<file path="config.mk">
export PLATFORM = sky130hd
export DESIGN_NAME = vdet_ctrl
export DESIGN_NICKNAME = d
export VERILOG_FILES = /design/src/core/vdet_pkg.sv /design/src/core/vdet_ctrl.sv
export SDC_FILE = /design/constraint.sdc
export NUM_CORES = 1
export LEC_CHECK = 0
export ABC_AREA = 1
export BUFFER_PORTS_ARGS = -buffer_cell sky130_fd_sc_hd__buf_2
export CAP_MARGIN = 5
export CORE_ASPECT_RATIO = 1.4
export CORE_MARGIN = 1
export CORE_UTILIZATION = 42
export CTS_CLUSTER_SIZE = 24
export DETAILED_ROUTE_END_ITERATION = 10
export GPL_TIMING_DRIVEN = 0
export PLACE_DENSITY = 0.76
export SLEW_MARGIN = 20
export SYNTH_ARGS = -nofsm -noshare
export SYNTH_HDL_FRONTEND = slang
export SYNTH_SLANG_ARGS = --single-unit
</file>
<file path="constraint.sdc">
create_clock -name pclk -period 1.4 [get_ports pclk]
set_clock_uncertainty 0.15 [all_clocks]
set_input_delay 0 -clock pclk [delete_from_list [all_inputs] [get_ports pclk]]
set_output_delay 0 -clock pclk [all_outputs]
set_load 0.02 [all_outputs]
</file>
<file path="src/core/vdet_pkg.sv">
// Purpose: Constants and types for the voltage detect control block
// Assumes: APB register map, 32-bit data, one word per register
// Notes: Offsets are byte addresses
package vdet_pkg;
   localparam logic [11:0] VDET_CTRL_OFF = 12'h000;
   localparam logic [11:0] VDET_STAT_OFF = 12'h004;
   localparam logic [11:0] VDET_MASK_OFF = 12'h008;
   localparam logic [11:0] VDET_ANA_OFF = 12'h00c;
   localparam int VDET_EN_BIT = 15;
   localparam int VDET_SIDL_BIT = 13;
   localparam int VDET_DIR_BIT = 7;
   localparam int VDET_BG_BIT = 6;
   localparam int VDET_IR_BIT = 5;
   localparam logic [15:0] VDET_CTRL_RST = 16'h0000;
   localparam logic [15:0] VDET_CTRL_WMASK = 16'ha08f;
   localparam logic [3:0] VDET_EXT_CODE = 4'hf;
   localparam logic [1:0] VDET_IRQ_RST = 2'h0;
   // Reference start-up time in ns and its cycle count at 4 ns per cycle
   localparam int VDET_TIRVST_NS = 400;
   localparam int VDET_CLK_NS = 4;
   localparam int VDET_TIRVST_CYC = (VDET_TIRVST_NS + VDET_CLK_NS - 1) / VDET_CLK_NS;
   typedef enum logic [1:0] {
      VDET_OFF = 2'b00,
      VDET_WARM = 2'b01,
      VDET_RUN = 2'b10
   } vdet_state_e;
   typedef struct packed {
      logic enable;
      logic stop_in_idle;
      logic crossing_direction;
      logic [3:0] trip_limit_select;
   } vdet_ctrl_s;
endpackage : vdet_pkg

</file>
<file path="src/core/vdet_ctrl.sv">
// Purpose: Voltage detect control/status register with detection logic
// Assumes: Comparator outputs are synchronous to pclk
// Notes: Analog front end lives outside; this block steers it and watches it
`timescale 1ns/1ps
module vdet_ctrl
   import vdet_pkg::*;
#(
   parameter int TIRVST_CYC = VDET_TIRVST_CYC
) (
   input wire logic pclk,
   input wire logic presetn,
   input wire logic psel,
   input wire logic penable,
   input wire logic pwrite,
   input wire logic [11:0] paddr,
   input wire logic [31:0] pwdata,
   input wire logic [3:0] pstrb,
   output logic [31:0] prdata,
   output logic pready,
   output logic pslverr,
   input wire logic idle_mode,
   input wire logic bandgap_ok,
   input wire logic supply_above,
   output logic analog_on,
   output logic [3:0] trip_level_sel,
   output logic external_trip_input_sel,
   output logic irq
);
   localparam int CW = $clog2(TIRVST_CYC + 1);
   localparam logic [CW-1:0] CNT_DONE = CW'(TIRVST_CYC);

   vdet_ctrl_s ctrl_q, ctrl_d;
   vdet_state_e st_q, st_d;
   logic [CW-1:0] cnt_q, cnt_d;
   logic ref_q, ref_d;
   logic bg_q, bg_d;
   logic [1:0] stat_q, stat_d;
   logic [1:0] mask_q, mask_d;
   logic [31:0] prdata_d;
   logic pready_d, pslverr_d, irq_d, on_d, ext_d;
   logic [3:0] lvl_d;
   logic active, acc, wr, rd, hit, crossed, bg_fall;
   logic [15:0] ctrl_rd;

   // A write lands at the edge where the master samples pready high, not one edge early
   assign acc = psel & penable & ~pready;
   assign wr = psel & penable & pready & pwrite;
   assign rd = acc & ~pwrite;
   assign active = ctrl_q.enable & ~(ctrl_q.stop_in_idle & idle_mode);
   assign crossed = ctrl_q.crossing_direction ? supply_above : ~supply_above;
   assign bg_fall = bg_q & ~bandgap_ok;

   always_comb begin
      ctrl_rd = 16'h0000;
      ctrl_rd[VDET_EN_BIT] = ctrl_q.enable;
      ctrl_rd[VDET_SIDL_BIT] = ctrl_q.stop_in_idle;
      ctrl_rd[VDET_DIR_BIT] = ctrl_q.crossing_direction;
      ctrl_rd[VDET_BG_BIT] = bg_q;
      ctrl_rd[VDET_IR_BIT] = ref_q;
      ctrl_rd[3:0] = ctrl_q.trip_limit_select;
   end

   // Register bus: one wait state, answer one cycle after access phase starts
   always_comb begin
      ctrl_d = ctrl_q;
      mask_d = mask_q;
      prdata_d = 32'h0000_0000;
      pready_d = acc;
      pslverr_d = 1'b0;
      hit = 1'b1;
      if (paddr == VDET_CTRL_OFF) begin
         if (wr) begin
            if (pstrb[1]) begin
               ctrl_d.enable = pwdata[VDET_EN_BIT];
               ctrl_d.stop_in_idle = pwdata[VDET_SIDL_BIT];
            end
            if (pstrb[0]) begin
               ctrl_d.crossing_direction = pwdata[VDET_DIR_BIT];
               ctrl_d.trip_limit_select = pwdata[3:0];
            end
         end
         prdata_d = {16'h0000, ctrl_rd};
      end else if (paddr == VDET_STAT_OFF) begin
         prdata_d = {30'h0, stat_q};
      end else if (paddr == VDET_MASK_OFF) begin
         if (wr && pstrb[0]) begin
            mask_d = pwdata[1:0];
         end
         prdata_d = {30'h0, mask_q};
      end else if (paddr == VDET_ANA_OFF) begin
         prdata_d = {29'h0, supply_above, bandgap_ok, active};
      end else begin
         hit = 1'b0;
      end
      pslverr_d = acc & ~hit;
      if (!acc) begin
         prdata_d = 32'h0000_0000;
      end
   end

   // Reference warm-up: counts start-up time after the analog side powers on
   always_comb begin
      st_d = st_q;
      cnt_d = cnt_q;
      ref_d = 1'b0;
      case (st_q)
         VDET_OFF: begin
            cnt_d = '0;
            if (active) begin
               st_d = VDET_WARM;
            end
         end
         VDET_WARM: begin
            cnt_d = cnt_q + CW'(1);
            if (!active) begin
               st_d = VDET_OFF;
            end else if (cnt_q >= CNT_DONE - CW'(1)) begin
               st_d = VDET_RUN;
               ref_d = 1'b1;
            end
         end
         VDET_RUN: begin
            ref_d = active;
            if (!active) begin
               st_d = VDET_OFF;
            end
         end
         default: begin
            st_d = VDET_OFF;
         end
      endcase
   end

   // Status: bit0 detection flag, bit1 band gap lost; read clears, set wins
   always_comb begin
      stat_d = stat_q;
      bg_d = bandgap_ok;
      if (rd && paddr == VDET_STAT_OFF) begin
         stat_d = 2'b00;
      end
      if (active && ref_q && crossed) begin
         stat_d[0] = 1'b1;
      end
      if (bg_fall) begin
         stat_d[1] = 1'b1;
      end
      irq_d = |(stat_d & mask_d);
      on_d = ctrl_d.enable & ~(ctrl_d.stop_in_idle & idle_mode);
      ext_d = ctrl_d.trip_limit_select == VDET_EXT_CODE;
      lvl_d = ctrl_d.trip_limit_select;
   end

   always_ff @(posedge pclk or negedge presetn) begin
      if (!presetn) begin
         ctrl_q <= VDET_CTRL_RST[6:0];
         mask_q <= VDET_IRQ_RST;
         stat_q <= VDET_IRQ_RST;
         st_q <= VDET_OFF;
         cnt_q <= '0;
         ref_q <= 1'b0;
         bg_q <= 1'b0;
         prdata <= 32'h0000_0000;
         pready <= 1'b0;
         pslverr <= 1'b0;
         irq <= 1'b0;
         analog_on <= 1'b0;
         trip_level_sel <= 4'h0;
         external_trip_input_sel <= 1'b0;
      end else begin
         ctrl_q <= ctrl_d;
         mask_q <= mask_d;
         stat_q <= stat_d;
         st_q <= st_d;
         cnt_q <= cnt_d;
         ref_q <= ref_d;
         bg_q <= bg_d;
         prdata <= prdata_d;
         pready <= pready_d;
         pslverr <= pslverr_d;
         irq <= irq_d;
         analog_on <= on_d;
         trip_level_sel <= lvl_d;
         external_trip_input_sel <= ext_d;
      end
   end
endmodule : vdet_ctrl

</file>
=== Yosys cells after proc, flatten, opt, wreduce, memory -nomap -nowiden ===
Cells that the tools add are included.

* Bits in registers: 59
* Input bits: 56
* Output and inout bits: 41
* Word-level logic and storage cells: 86

* $add $sub $neg: 1
* Order comparisons: 1
* Equal/unequal tests: 9
* Mux-type cells: 30
* Bitwise gates (word level): 19
* Reduce and logical (&&, ||, !) cells: 10

{| class="wikitable"
|+ Operators by type and width
! operator !! count
|-
| 2-to-1 mux 32 bit || 1
|-
| == test 12 x 4 -> 1 bit (second input constant) || 2
|-
| 2-to-1 mux 2 bit || 10
|-
| 2-to-1 mux 16 bit || 1
|-
| 2-to-1 mux 7 bit || 2
|-
| case mux 7 bit (2 select lines) || 1
|-
| == test 12 x 3 -> 1 bit (second input constant) || 1
|-
| zero test 12 bit || 1
|-
| bitwise AND 1 bit || 11
|-
| 2-to-1 mux 1 bit || 9
|-
| 2-to-1 mux 3 bit || 3
|-
| adder 7 x 1 -> 7 bit (second input constant) || 1
|-
| >= comparator 7 bit (second input constant) || 1
|-
| inverter 1 bit || 7
|-
| case mux 2 bit (3 select lines) || 1
|-
| AND reduction 3 bit || 2
|-
| 2-to-1 mux 5 bit || 1
|-
| == test 4 bit (second input constant) || 1
|-
| logical AND 1 bit || 4
|-
| inequality test 2 bit (second input constant) || 2
|-
| inequality test 3 bit (second input constant) || 1
|-
| bitwise AND 2 bit || 1
|-
| == test 2 x 1 -> 1 bit (second input constant) || 1
|-
| == test 2 bit (second input constant) || 1
|-
| 4 further kinds || 4
|}

=== Logic depth before layout (Yosys ltp) ===
* Depth after elaboration: 10
* Depth in mapped cells: 10

=== Worst setup path after synthesis ===
Ideal clock, no wire load.

* Path type: flip-flop to flip-flop
* Start: register pready
* End: register irq
* Library setup time: 116 ps
* Arrival time: 1,147 ps
* Required time: 1,134 ps
* Slack: -14 ps
* Stages on the path, launching flop included: 10
* Period minus slack after synthesis: 1,414 ps
* Cells stage by stage: dfrtp_1 nand2_1 nor2_4 nand2_1 nand2_1 nand2_1 nand2_1 nand2_1 nand2_1 nand2_1

* Cells in the longest elaborated chain, start to end: 9
* Elaborated cells on any way between the ends: 16
* Classes of those cells: 7 x mux; 6 x bitwise; 3 x reduce/logical

{| class="wikitable"
|+ Ends and longest elaborated chain
! what !! line !! text
|-
| from (decl) || vdet_ctrl.sv:19 || <nowiki>output logic pready,</nowiki>
|-
| from (signal assigned) || vdet_ctrl.sv:178 || <nowiki>pready <= pready_d;</nowiki>
|-
| bitwise AND 1 bit (2 in a row) || vdet_ctrl.sv:47 || <nowiki>assign wr = psel & penable & pready & pwrite;</nowiki>
|-
| logical AND 1 bit || vdet_ctrl.sv:86 || <nowiki>if (wr && pstrb[0]) begin</nowiki>
|-
| 2-to-1 mux 2 bit || vdet_ctrl.sv:86 ||
|-
| 2-to-1 mux 2 bit || vdet_ctrl.sv:85 || <nowiki>end else if (paddr == VDET_MASK_OFF) begin</nowiki>
|-
| 2-to-1 mux 2 bit || vdet_ctrl.sv:83 || <nowiki>end else if (paddr == VDET_STAT_OFF) begin</nowiki>
|-
| 2-to-1 mux 2 bit || vdet_ctrl.sv:71 || <nowiki>if (paddr == VDET_CTRL_OFF) begin</nowiki>
|-
| net mask_d[0] || vdet_ctrl.sv:38 || <nowiki>logic [1:0] mask_q, mask_d;</nowiki>
|-
| bitwise AND 2 bit || vdet_ctrl.sv:147 || <nowiki>irq_d = |(stat_d & mask_d);</nowiki>
|-
| OR reduction 2 bit || vdet_ctrl.sv:147 ||
|-
| net irq_d || vdet_ctrl.sv:40 || <nowiki>logic pready_d, pslverr_d, irq_d, on_d, ext_d;</nowiki>
|-
| to (signal assigned) || vdet_ctrl.sv:180 || <nowiki>irq <= irq_d;</nowiki>
|-
| to (decl) || vdet_ctrl.sv:27 || <nowiki>output logic irq</nowiki>
|}

The timed path passes the listed nets, and every way through them passes these cells.
A chain may end at the register's enable or synchronous reset.

=== Worst setup path in the final report ===
* Start: register cnt_q[1]
* End: register st_q[1]

* Cells in the longest elaborated chain, start to end: 3

{| class="wikitable"
|+ Ends and longest elaborated chain
! what !! line !! text
|-
| from (decl) || vdet_ctrl.sv:34 || <nowiki>logic [CW-1:0] cnt_q, cnt_d;</nowiki>
|-
| from (signal assigned) || vdet_ctrl.sv:174 || <nowiki>cnt_q <= cnt_d;</nowiki>
|-
| >= comparator 7 bit || vdet_ctrl.sv:117 || <nowiki>end else if (cnt_q >= CNT_DONE - CW'(1)) begin</nowiki>
|-
| inequality test 3 bit (no source line) || - ||
|-
| AND reduction 3 bit (no source line) || - ||
|-
| to (signal assigned) || vdet_ctrl.sv:173 || <nowiki>st_q <= st_d;</nowiki>
|-
| to (decl) || vdet_ctrl.sv:33 || <nowiki>vdet_state_e st_q, st_d;</nowiki>
|}

No other way between the ends.

==> results.yml <==
outcome:
  status: "finished with violations"
  violations: "setup timing"
worst_setup_path:
  worst-path-max-fanout: 3
  crit_arrival_ns: 1.45
  critPathCaptureType: "flip-flop"
  path_class: "flip-flop to flip-flop"
  cp.required_ns: 1.42
  crit_path_start_kind: "flip-flop"
drt:
  routed_wl_um: 4480
  initialDrtViolationCount: 86
  wl_met1_um: 1840
  wl_met3_um: 230
  post-route-drc-count: 0
  drt-wirelength-per-cell_um: 10.1
  detail-route-antenna-nets: 0
  wl_met2_um: 2320
  vias_per_cell: 4.45
  dr.pass1.iters: 4
  routed.top_layer: "met4"
  num_vias: 1976
placement:
  place_congestion: 0.848
  place_area_um2: 2500
  pre_cts_slack_ns: -0.153
  dp.cells: 413
  dp_hpwl_um: 3270
  port_buffers: 45
yosys:
  async_flop_share_pct: 100
  muxShareOfSynthArea_pct: 0
  ys_seq_elements: 36
  synth_area_um2: 2110
  synthDistinctLibCells: 27
  yosysWarnings: 0
  synth_xor_area_share_pct: 0
  synth_top_family_by_area: "simple AND/OR/NAND/NOR gates"
  synth_edf_count: 0
  synth_area_leaders: "dfrtp_1, nand2_1, buf_4"
  synthCells: 282
  synthSimpleGateAreaFrac_pct: 29.1
  synth_ff_type: "dfrtp_1"
  ys_seq_area_share_pct: 42.7
  synth_compound_area_share_pct: 8.18
  synth_fa_ha_area_share_pct: 2.37
  syn_area_per_cell_um2: 7.49
  synth_top_area_cell: "dfrtp_1"
  synth_top_area_share_pct: 42.7
floorplanning:
  num_rows: 30
  start_util_pct: 43.6
  coreArea_um2: 4840
  die_h_um: 85.9
  die_x_um: 61.9
  dieArea_um2: 5320
  ioPinCount: 97
global_route:
  track_usage_pct: 18.5
  antenna_found_initial: 0
  grt_pass1_wl_um: 7390
  grt_overflow: 0
  grt_pass1_vias: 1736
  grt_max_degree: 37
final_layout:
  seq_area_um2: 902
  final_cell_mix: "nand2_1, buf_2, buf_4, dfrtp_1, nor2_1"
  layout-drive-gt1-share_pct: 36.6
  fillCellCount: 444
  n_antenna_cell: 0
  area_delta_synth_final_pct: 36.0
  utilization_pct: 59.3
  final_design_area_no_fill_um2: 2870
  fin_cells: 444
  final_common_cell: "nand2_1"
  fin_nets: 439
  multiInputGateArea_um2: 1000
sta:
  min_period_ns: 1.43
  slew_violations: 0
  finalHoldViolations: 0
  setup_ws_ns: -0.0259
  setup-violations-final: 6
  rsz0062_at_grt: "yes"
  tightestPinTransition_ns: 0.775
  fin_crit_sh_pct: 102
  slew_headroom_pct: 48.4
  fmax_mhz: 701
job:
  max_cap_violations: 0
power:
  ir_worst_vdd_v: 0.000441
  power_leakage_nw: 1.59
  power_density_nw_per_um2: 1010
  power_w: 0.00290
clock_network:
  cts_root_buf: "clkbuf_8"
  insertion_delay_ns: 0.28
  tritoncts.num_buffers: 5
  clk_path_buf_depth: 2
  path_clk_slew_ns: 0.07
  htreeDepth: 2
  clock-sinks: 36
  cts_tree: "built"
worst_hold_path:
  min_path_type: "input pin to flip-flop"
[final cells by class]
class | instances | share of cell area (%)
Multi-Input combinational cell | 201 | 34.9
Sequential cell | 36 | 31.4
Timing Repair Buffer | 68 | 15.2
Buffer | 30 | 8.02
Inverter | 37 | 4.84
Tap cell | 64 | 2.79
Clock buffer | 7 | 2.66
Clock inverter | 1 | 0.174
[worst max-delay path, cell delays in order, from the launching register on]
cell and delay [ns]:
dfrtp_1 0.38, ha_2 0.22, nor2_2 0.05, nand4_1 0.08, nand2_2 0.07, a21oi_2 0.16, nand2_1 0.09, nand2_1 0.06
nand2_1 0.05
[registers in the layout (all words and copies together), names as in the netlist]
signal                   cells
st_q                         2
pslverr                      1
pready                       1
ref_q                        1
irq                          1
ctrl_q                       7
analog_on                    1
prdata                       9
mask_q                       2
cnt_q                        7
stat_q                       2
bg_q                         1
external_trip_input_sel      1
[power by group]
group,internal [W],leakage [nW],switching (W)
registers,0.00112,0.457,0.0000719
logic,0.000499,1.10,0.000511
clock network,0.000349,0.0422,0.000348
total,0.00197,1.59,0.000931
[kinds of logic after synthesis]
logic type	count (synthesis)
AND/OR/NAND/NOR	143
buffers and inverters	67
flip-flops	36
AO/OA/AOI/OAI	31
adder cells (fa/ha/maj)	4
other	1
[final timing paths]
kind / start / to / slack (ns) / cells after the start
setup reg to reg: cnt_q[1] / st_q[1] / -0.03 / 8
hold reg to reg: bg_q / prdata[6] / 0.37 / 2
min in group asynchronous: presetn / prdata[3] / 0.18 / 2
hold / removal: pwdata[1] / mask_q[1] / 0.01 / 6
max in group asynchronous: presetn / pready / 0.38 / 2
setup / recovery: cnt_q[1] / st_q[1] / -0.03 / 8
[cell usage after synthesis (2+ instances only)]
| cell | count |
|---|---|
| buf_4 | 27 |
| o211ai_1 | 2 |
| nor2_4 | 3 |
| inv_1 | 26 |
| inv_2 | 11 |
| nor2_1 | 34 |
| o21ai_1 | 9 |
| nand2_1 | 76 |
| dfrtp_1 | 36 |
| nor2_2 | 5 |
| o21ai_0 | 9 |
| ha_1 | 4 |
| nor3_1 | 8 |
| a21oi_1 | 7 |
| nand3_1 | 12 |
| buf_6 | 2 |
[stage by stage]
stage / setup TNS (ns) / hold WS [ns]
after floorplan: 0 / -0.446
after global placement: -0.528 / -0.0291
after detailed placement: -0.829 / -0.0268
after CTS: -0.0980 / 0.00692
after global routing: -0.961 / 0.0438
final: -0.103 / 0.0115
[metal layers]
metal	up-vias	global-route usage, %
li1	1018	-
met1	884	22.4
met5	-	0
met2	61	31.4
met4	0	6.87
met3	13	3.92
[what timing repair did]
item | in CTS | in global routing
buffers inserted | 6 | 8
setup endpoints to repair | 9 | 12
endpoints found under the hold margin | 47 | 0
gates cloned | 0 | 0
gates resized for setup | 17 | 12
pin swaps | 4 | 6
hold buffers | 9 | 0
Note: power is estimated with default switching activity, not from simulation.
